--- src/common/limiter_defines.svh ---
// Constants for the output frequency limiter and stall selection decoder
// How it works
// - Command above maximum setting outputs the maximum setting instead.
// - Maximum setting is the upper limit, range 0..120 Hz, resets to 120 Hz.
// - Set frequency below minimum setting outputs the minimum setting.
// - Minimum setting is the lower limit, range 0..120 Hz, resets to 0 Hz.
// - High-speed maximum ranges 120..400 Hz, resets to 120 Hz.
// - Writing high-speed maximum also loads the maximum setting.
// - Writing maximum setting also loads the high-speed maximum.
// - High-speed maximum is writable only while user group read select is zero.
// - Codes 14, 15, 30, 31 never raise the overload flag or trip fault.
// - Codes 100/101 follow driving or regeneration; regeneration turns all limits off.
// - Code 101 in driving: fast limit off, stall prevention on in all phases.
// - Codes 0..31 are bit flags: fast off, phase offs, stop on overload.
// - Overload flag holds longer than 100 ms, then drops when current recovers.
// - Jog setting at or below the minimum setting overrides the minimum clamp.
`ifndef LIMITER_DEFINES_SVH
`define LIMITER_DEFINES_SVH

// Frequencies in 0.01 Hz steps
`define MAX_FREQ_RST   16'h2ee0
`define MIN_FREQ_RST   16'h0000
`define LOW_RANGE_TOP  16'h2ee0
`define HS_RANGE_BOT   16'h2ee0
`define HS_RANGE_TOP   16'h9c40
`define TRIP_FREQ      16'h0064

// Stall selection codes and flag positions
`define SEL_RST        8'h00
`define SEL_FLAG_TOP   8'h1f
`define SEL_SPLIT      8'h64
`define SEL_SPLIT_FAST 8'h65
`define SEL_FAST_OFF   0
`define SEL_ACC_OFF    1
`define SEL_CON_OFF    2
`define SEL_DEC_OFF    3
`define SEL_OL_STOP    4
`define UGRS_OPEN      16'h0000

// Timing
`define CLK_HZ         10000000
`define OL_HOLD_MS     100
`define TRIP_S         3
`define OL_HOLD_CYC    ((`OL_HOLD_MS * `CLK_HZ) / 1000 + 1)
`define TRIP_CYC       (`TRIP_S * `CLK_HZ)

`endif

--- src/common/limiter_pkg.sv ---
// Types shared by the frequency limiter modules
package limiter_pkg;

	typedef logic [15:0] freq_t;
	typedef logic [7:0]  sel_t;

	typedef enum logic [1:0] {
		OL_IDLE = 2'b01,
		OL_ON   = 2'b10
	} ol_state_t;

	typedef struct packed {
		freq_t max_f;
		freq_t min_f;
		freq_t hs_f;
		sel_t  sel;
		freq_t out_f;
		logic  refused;
	} lim_state_t;

	typedef struct packed {
		ol_state_t   st;
		logic [31:0] hold;
		logic [31:0] low;
		logic        trip;
	} mon_state_t;

endpackage

--- src/stall_select_decoder.sv ---
// Decodes the stall selection code into per-phase enables
`timescale 1ns/1ps
`include "limiter_defines.svh"

module stall_select_decoder
(
	input  wire limiter_pkg::sel_t sel,
	input  wire logic              regen,
	input  wire logic              accel,
	input  wire logic              decel,
	output logic                   fast_limit_en,
	output logic                   stall_phase_en,
	output logic                   ol_continue
);
	import limiter_pkg::*;

	logic acc_en;
	logic con_en;
	logic dec_en;

	// Split codes follow the drive mode, plain codes are bit flags
	always_comb
	begin
		if (sel == `SEL_SPLIT || sel == `SEL_SPLIT_FAST)
		begin
			fast_limit_en = !regen && (sel == `SEL_SPLIT);
			acc_en        = !regen;
			con_en        = !regen;
			dec_en        = !regen;
			ol_continue   = 1'b1;
		end
		else
		begin
			fast_limit_en = !sel[`SEL_FAST_OFF];
			acc_en        = !sel[`SEL_ACC_OFF];
			con_en        = !sel[`SEL_CON_OFF];
			dec_en        = !sel[`SEL_DEC_OFF];
			ol_continue   = !sel[`SEL_OL_STOP];
		end
		stall_phase_en = accel ? acc_en : (decel ? dec_en : con_en);
	end

endmodule

--- src/overload_monitor.sv ---
// Overload stall flag with minimum hold and low-frequency trip
`timescale 1ns/1ps
`include "limiter_defines.svh"

module overload_monitor
#(
	parameter int unsigned HOLD_CYC = `OL_HOLD_CYC,
	parameter int unsigned TRIP_CYC = `TRIP_CYC
)
(
	input  wire logic                 clk,
	input  wire logic                 resetn,
	input  wire logic                 stall_on,
	input  wire limiter_pkg::freq_t   out_freq,
	input  wire logic                 fault_clear,
	output logic                      overload_stall_flag,
	output logic                      stall_trip_fault
);
	import limiter_pkg::*;

	mon_state_t s_q;
	mon_state_t s_d;

	// Flag holds at least HOLD_CYC cycles, trip needs TRIP_CYC low cycles
	always_comb
	begin
		s_d = s_q;
		case (s_q.st)
			OL_IDLE:
			begin
				if (stall_on)
				begin
					s_d.st   = OL_ON;
					s_d.hold = 32'h0000_0001;
				end
			end
			OL_ON:
			begin
				if (s_q.hold < HOLD_CYC)
					s_d.hold = s_q.hold + 32'h0000_0001;
				else if (!stall_on)
				begin
					s_d.st   = OL_IDLE;
					s_d.hold = 32'h0000_0000;
				end
			end
			default:
				s_d.st = OL_IDLE;
		endcase
		if (s_q.st == OL_ON && out_freq <= `TRIP_FREQ)
			s_d.low = s_q.low + 32'h0000_0001;
		else
			s_d.low = 32'h0000_0000;
		// Set wins over a clear in the same cycle
		if (fault_clear)
			s_d.trip = 1'b0;
		if (s_q.st == OL_ON && out_freq <= `TRIP_FREQ && s_q.low >= TRIP_CYC - 1)
			s_d.trip = 1'b1;
	end

	// State register
	always_ff @(posedge clk)
	begin
		if (!resetn)
		begin
			s_q.st   <= OL_IDLE;
			s_q.hold <= 32'h0000_0000;
			s_q.low  <= 32'h0000_0000;
			s_q.trip <= 1'b0;
		end
		else
			s_q <= s_d;
	end

	assign overload_stall_flag = (s_q.st == OL_ON);
	assign stall_trip_fault    = s_q.trip;
endmodule

--- src/output_frequency_limiter.sv ---
// Output frequency clamp, limit settings and stall selection
`timescale 1ns/1ps
`include "limiter_defines.svh"

module output_frequency_limiter
#(
	parameter int unsigned HOLD_CYC = `OL_HOLD_CYC,
	parameter int unsigned TRIP_CYC = `TRIP_CYC
)
(
	input  wire logic                 clk,
	input  wire logic                 resetn,
	input  wire limiter_pkg::freq_t   freq_cmd,
	input  wire logic                 jog_active,
	input  wire limiter_pkg::freq_t   jog_freq_setting,
	input  wire limiter_pkg::freq_t   wr_data,
	input  wire logic                 wr_max,
	input  wire logic                 wr_min,
	input  wire logic                 wr_hs_max,
	input  wire logic                 wr_sel,
	input  wire limiter_pkg::freq_t   user_group_read_select,
	input  wire logic                 regen,
	input  wire logic                 accel,
	input  wire logic                 decel,
	input  wire logic                 current_over,
	input  wire logic                 fault_clear,
	output limiter_pkg::freq_t        out_freq,
	output limiter_pkg::freq_t        max_freq_setting,
	output limiter_pkg::freq_t        min_freq_setting,
	output limiter_pkg::freq_t        high_speed_max_setting,
	output limiter_pkg::sel_t         stall_select_code,
	output logic                      wr_refused,
	output logic                      fast_limit_en,
	output logic                      stall_phase_en,
	output logic                      ol_continue,
	output logic                      overload_stall_flag,
	output logic                      stall_trip_fault
);
	import limiter_pkg::*;

	lim_state_t s_q;
	lim_state_t s_d;
	freq_t      clamped;
	logic       sel_ok;
	logic       stall_on;

	////////////////////////////////////////////////////////////////////////
	// Frequency clamp

	// Max clamp first, then min; a low jog setting bypasses the min clamp
	always_comb
	begin
		clamped = freq_cmd;
		if (jog_active && jog_freq_setting <= s_q.min_f)
		begin
			clamped = jog_freq_setting;
			if (clamped > s_q.max_f)
				clamped = s_q.max_f;
		end
		else
		begin
			if (clamped > s_q.max_f)
				clamped = s_q.max_f;
			if (clamped < s_q.min_f)
				clamped = s_q.min_f;
		end
	end

	////////////////////////////////////////////////////////////////////////
	// Setting writes

	// Selection codes 0..31 and the two split codes are legal
	assign sel_ok = (wr_data[15:8] == 8'h00) &&
		(wr_data[7:0] <= `SEL_FLAG_TOP || wr_data[7:0] == `SEL_SPLIT ||
		wr_data[7:0] == `SEL_SPLIT_FAST);

	// Out-of-range or locked writes are dropped and flagged for one cycle
	always_comb
	begin
		s_d         = s_q;
		s_d.out_f   = clamped;
		s_d.refused = 1'b0;
		if (wr_max)
		begin
			if (wr_data <= `LOW_RANGE_TOP)
			begin
				s_d.max_f = wr_data;
				s_d.hs_f  = wr_data;
			end
			else
				s_d.refused = 1'b1;
		end
		if (wr_min)
		begin
			if (wr_data <= `LOW_RANGE_TOP)
				s_d.min_f = wr_data;
			else
				s_d.refused = 1'b1;
		end
		if (wr_hs_max)
		begin
			if (user_group_read_select == `UGRS_OPEN &&
				wr_data >= `HS_RANGE_BOT && wr_data <= `HS_RANGE_TOP)
			begin
				s_d.hs_f  = wr_data;
				s_d.max_f = wr_data;
			end
			else
				s_d.refused = 1'b1;
		end
		if (wr_sel)
		begin
			if (sel_ok)
				s_d.sel = wr_data[7:0];
			else
				s_d.refused = 1'b1;
		end
	end

	// State register
	always_ff @(posedge clk)
	begin
		if (!resetn)
		begin
			s_q.max_f   <= `MAX_FREQ_RST;
			s_q.min_f   <= `MIN_FREQ_RST;
			s_q.hs_f    <= `MAX_FREQ_RST;
			s_q.sel     <= `SEL_RST;
			s_q.out_f   <= `MIN_FREQ_RST;
			s_q.refused <= 1'b0;
		end
		else
			s_q <= s_d;
	end

	// Registered outputs
	assign out_freq               = s_q.out_f;
	assign max_freq_setting       = s_q.max_f;
	assign min_freq_setting       = s_q.min_f;
	assign high_speed_max_setting = s_q.hs_f;
	assign stall_select_code      = s_q.sel;
	assign wr_refused             = s_q.refused;

	////////////////////////////////////////////////////////////////////////
	// Stall selection and overload

	stall_select_decoder u_dec
	(
		.sel            (s_q.sel),
		.regen          (regen),
		.accel          (accel),
		.decel          (decel),
		.fast_limit_en  (fast_limit_en),
		.stall_phase_en (stall_phase_en),
		.ol_continue    (ol_continue)
	);

	// Stall only counts in a phase where prevention is enabled
	assign stall_on = stall_phase_en && current_over;

	overload_monitor #(
		.HOLD_CYC (HOLD_CYC),
		.TRIP_CYC (TRIP_CYC)
	) u_mon
	(
		.clk                 (clk),
		.resetn              (resetn),
		.stall_on            (stall_on),
		.out_freq            (s_q.out_f),
		.fault_clear         (fault_clear),
		.overload_stall_flag (overload_stall_flag),
		.stall_trip_fault    (stall_trip_fault)
	);
endmodule

--- config.mk ---
export PLATFORM = sky130hd
export DESIGN_NAME = output_frequency_limiter
export DESIGN_NICKNAME = d
export VERILOG_FILES = /design/src/common/limiter_pkg.sv /design/src/stall_select_decoder.sv /design/src/overload_monitor.sv /design/src/output_frequency_limiter.sv
export VERILOG_INCLUDE_DIRS = /design/src /design/src/common
export SDC_FILE = /design/constraint.sdc
export NUM_CORES = 1
export LEC_CHECK = 0
export ABC_CLOCK_PERIOD_IN_PS = 5100
export BUFFER_PORTS_ARGS = -buffer_cell sky130_fd_sc_hd__buf_2
export CORE_ASPECT_RATIO = 0.75
export CORE_UTILIZATION = 55
export DETAILED_ROUTE_END_ITERATION = 8
export PLACE_DENSITY = 0.91
export RECOVER_POWER = 25
export SLEW_MARGIN = 20
export SYNTH_ARGS = -nofsm -noshare
export SYNTH_HDL_FRONTEND = slang
export SYNTH_SLANG_ARGS = --single-unit
--- constraint.sdc ---
create_clock -name clk -period 5.1 [get_ports clk]
set_input_delay 0.51 -clock clk [delete_from_list [all_inputs] [get_ports clk]]
set_output_delay 0.51 -clock clk [all_outputs]
set_load 0.01 [all_outputs]
==> reports/summary.txt <==
Root Buffer = clkbuf_16
number of top-level pins = 154
worst rel slew slack = 23.2%
mux cell area share after synthesis = 9.44%
area post-placement = 0.00853 mm^2
area leader, netlist = dfxtp_1
Hold Buf Count CTS = 0
CP Max Fanout = 16
status = finished, final reports clean
hold_ws = 0.399 ns
clock latency on the worst-skew pair = 0.41 ns
P per Cell Area = 319 mW/mm^2
1st-iter DRT viols = 806
routed length per placed instance = 19.7 um
Tot Pwr = 2.92 mW
final RePlAce weighted congestion = 1.00
Final Cell Area = 0.00916 mm^2
die area = 0.0144 mm^2
highest-delay cell along the critical path = o41ai_1
yosys warns = 0
crit path time final = 4.88 ns
Max Fclk = 205 MHz
crit path DAT = 5.15 ns
largest family of logic cells by synthesized area = simple AND/OR/NAND/NOR gates
TritonRoute pass-1 iters = 5
CP delay by family, top = compound AO/OA/AOI/OAI gates
sequential cell area fraction in the yosys report = 36.7%
largest net degree at the start of global routing = 34
Synth Instances = 835
Crit path top cell by count = ha_1
Top FF cell, synth = dfxtp_1
first-pass GRT wire length = 37100 um
number of buffers added on ports = 153
fraction of layout cells with a size suffix above 1 = 18.2%
crit path cell chain = inv_1 -> ha_1 -> nand4_1 -> a2111o_1 -> o211a_1 -> nor2_4 -> mux2_2 -> ha_1 -> a21oi_1 -> nor2_1 -> o41ai_1 -> nand2_1 -> nor3_1 -> a211oi_4 -> buf_12 -> mux2i_1 -> o22ai_1
gr usage total = 32.2%
post-synthesis adder-cell area fraction = 11.1%
Area contributors post-synth = dfxtp_1 37%, ha_1 11%, mux2i_1 7.1%
xor/xnor share of the synthesized area = 5.05%
Pleak = 4.03 nW
Core ar. = 0.0132 mm^2
Synth cell types = 68
simple-gate share of the synthesized area = 19.4%
Mapped Avg Cell Area = 9.14 um^2
worst hold path class = input port to flip-flop
Layout area overhead = 20.1%
Pins Over Slew Limit = 0
crit end category = flip-flop
Buf/Inv on CP = 2
htree depth = 4
worst path required time = 5.37 ns
DRC viols = 0
Synth Area in Compound Gates = 13.8%
slew of the pin with the lowest slew margin = 1.15 ns
EDFF count, synth = 0
die span in y = 104 um
Mapped Area = 0.00763 mm^2
setup violators final = 0
post-DP HPWL = 16500 um
grt ovf = 0
most numerous cell in the Yosys netlist = dfxtp_1
Final period util = 95.7%
Sink Count = 140
RSZ-0062 raised after global routing = no
DR vias = 7498
ys async rst share = 0%
Final Hold Fails = 0
Final nets = 1142
Layout Skew = 0.0113 ns
WL final = 23300 um
die span in x = 138 um
# rows = 36
Worst-path clk slew = 0.06 ns
initial antenna violation count = 1
via/cell ratio = 6.34
Antenna Nets Post-Route = 0
Yosys top cell area share = 36.7%
Slowest Stage Delay on Critical Path = 0.50 ns
Commonest cells post-synth = 140 x dfxtp_1, 105 x nor2_1, 68 x ha_1
number of synthesized register bits = 140
Syn Nets = 979
Fill cells = 956
final setup TNS = 0 ns
vias in the first global route = 7335
Starting Density = 57.6%
Reg area = 0.00280 mm^2
worst setup path class = flip-flop to flip-flop
fin util = 69.2%
TritonCTS clock tree = done
Max-Cap Viols = 0
CTS buffer count = 17
CP startpoint kind = flip-flop
clk buf depth = 2
Multi-input gate area = 0.00450 mm^2
Worst VDD drop = 0.369 mV
[where the power goes]
group / internal [mW] / leakage, nW / switching (mW) / total [mW]
clock network: 0.827 / 0.310 / 0.476 / 1.30
registers: 1.13 / 1.13 / 0.0283 / 1.15
logic: 0.180 / 2.59 / 0.281 / 0.461
[worst register-to-register path: stages, from the launching register on]
cell      delay (ns)
dfxtp_1         0.43
inv_1           0.14
ha_1            0.35
nand4_1         0.23
a2111o_1        0.41
o211a_1         0.17
nor2_4          0.35
mux2_2          0.41
ha_1            0.33
a21oi_1         0.23
nor2_1          0.06
o41ai_1         0.50
nand2_1         0.16
nor3_1          0.40
a211oi_4        0.12
buf_12          0.18
mux2i_1         0.19
o22ai_1         0.10
[flip-flops by register name, indices dropped and copies added, names as in the netlist]
register / count
wr_refused: 1
max_freq_setting: 16
u_mon.s_q: 66
stall_select_code: 8
high_speed_max_setting: 16
min_freq_setting: 16
out_freq: 16
u_mon.stall_trip_fault: 1
[layout make-up]
type	count	area share, %
clock buffer	19	4.83
multi-input combinational	620	49.1
clock inverter	13	1.88
tap	171	2.33
sequential	140	30.6
timing repair buffer	171	9.23
inverter	48	1.97
antenna	1	0.0273
[logic make-up (layout without fill, tap and decap cells)]
group,count (synthesis),count (layout)
XOR/XNOR,44,44
flip-flops,140,140
adder cells (fa/ha/maj),68,68
multiplexers,70,70
AND/OR/NAND/NOR,294,294
buffers and inverters,75,251
AO/OA/AOI/OAI,144,144
other,0,1
[layout by cell type (no fill, tap or decap), drive strengths merged, types with 16 or more instances in the layout]
cell,Yosys,layout
xnor2,28,28
dfxtp,140,140
o21ai,17,17
mux2,16,16
buf,16,117
inv,48,48
and3,25,25
nor2,107,107
xor2,16,16
nand4,20,20
mux2i,54,54
nand2,40,40
nor4,21,21
a21oi,28,28
clkbuf,11,73
ha,68,68
o22ai,18,18
nand3,25,25
[metal layers]
layer / part of all wire, % / vias to the layer above / GRT usage (%)
li1: - / 3364 / -
met1: 40 / 3505 / 41.7
met2: 45 / 523 / 51.5
met3: 11 / 106 / 7.14
met4: 3.8 / 0 / 14.1
met5: 0 / - / 0
[what timing repair did]
action,in CTS,in global routing
gates resized for setup,0,1
setup endpoints to repair,16,16
pin swaps,1,1
setup buffers,1,7
[stage by stage]
step                      std cells  setup WS (ns)
after floorplan                 835          0.644
after global placement         1142        -0.0869
after detailed placement       1142         -0.216
after CTS                      1175        0.00515
after global routing           1183         0.0110
final                          1183          0.220
[worst paths after layout]
check / start / endpoint / slack [ns] / depth (start not counted)
worst min register to register: u_mon.s_q[52] / u_mon.s_q[52] / 0.47 / 2
worst max-delay path: max_freq_setting[11] / out_freq[14] / 0.22 / 17
worst max register to register: max_freq_setting[11] / out_freq[14] / 0.22 / 17
worst min-delay path: jog_freq_setting[0] / out_freq[0] / 0.40 / 3
Power figures use the tool's default switching activity.
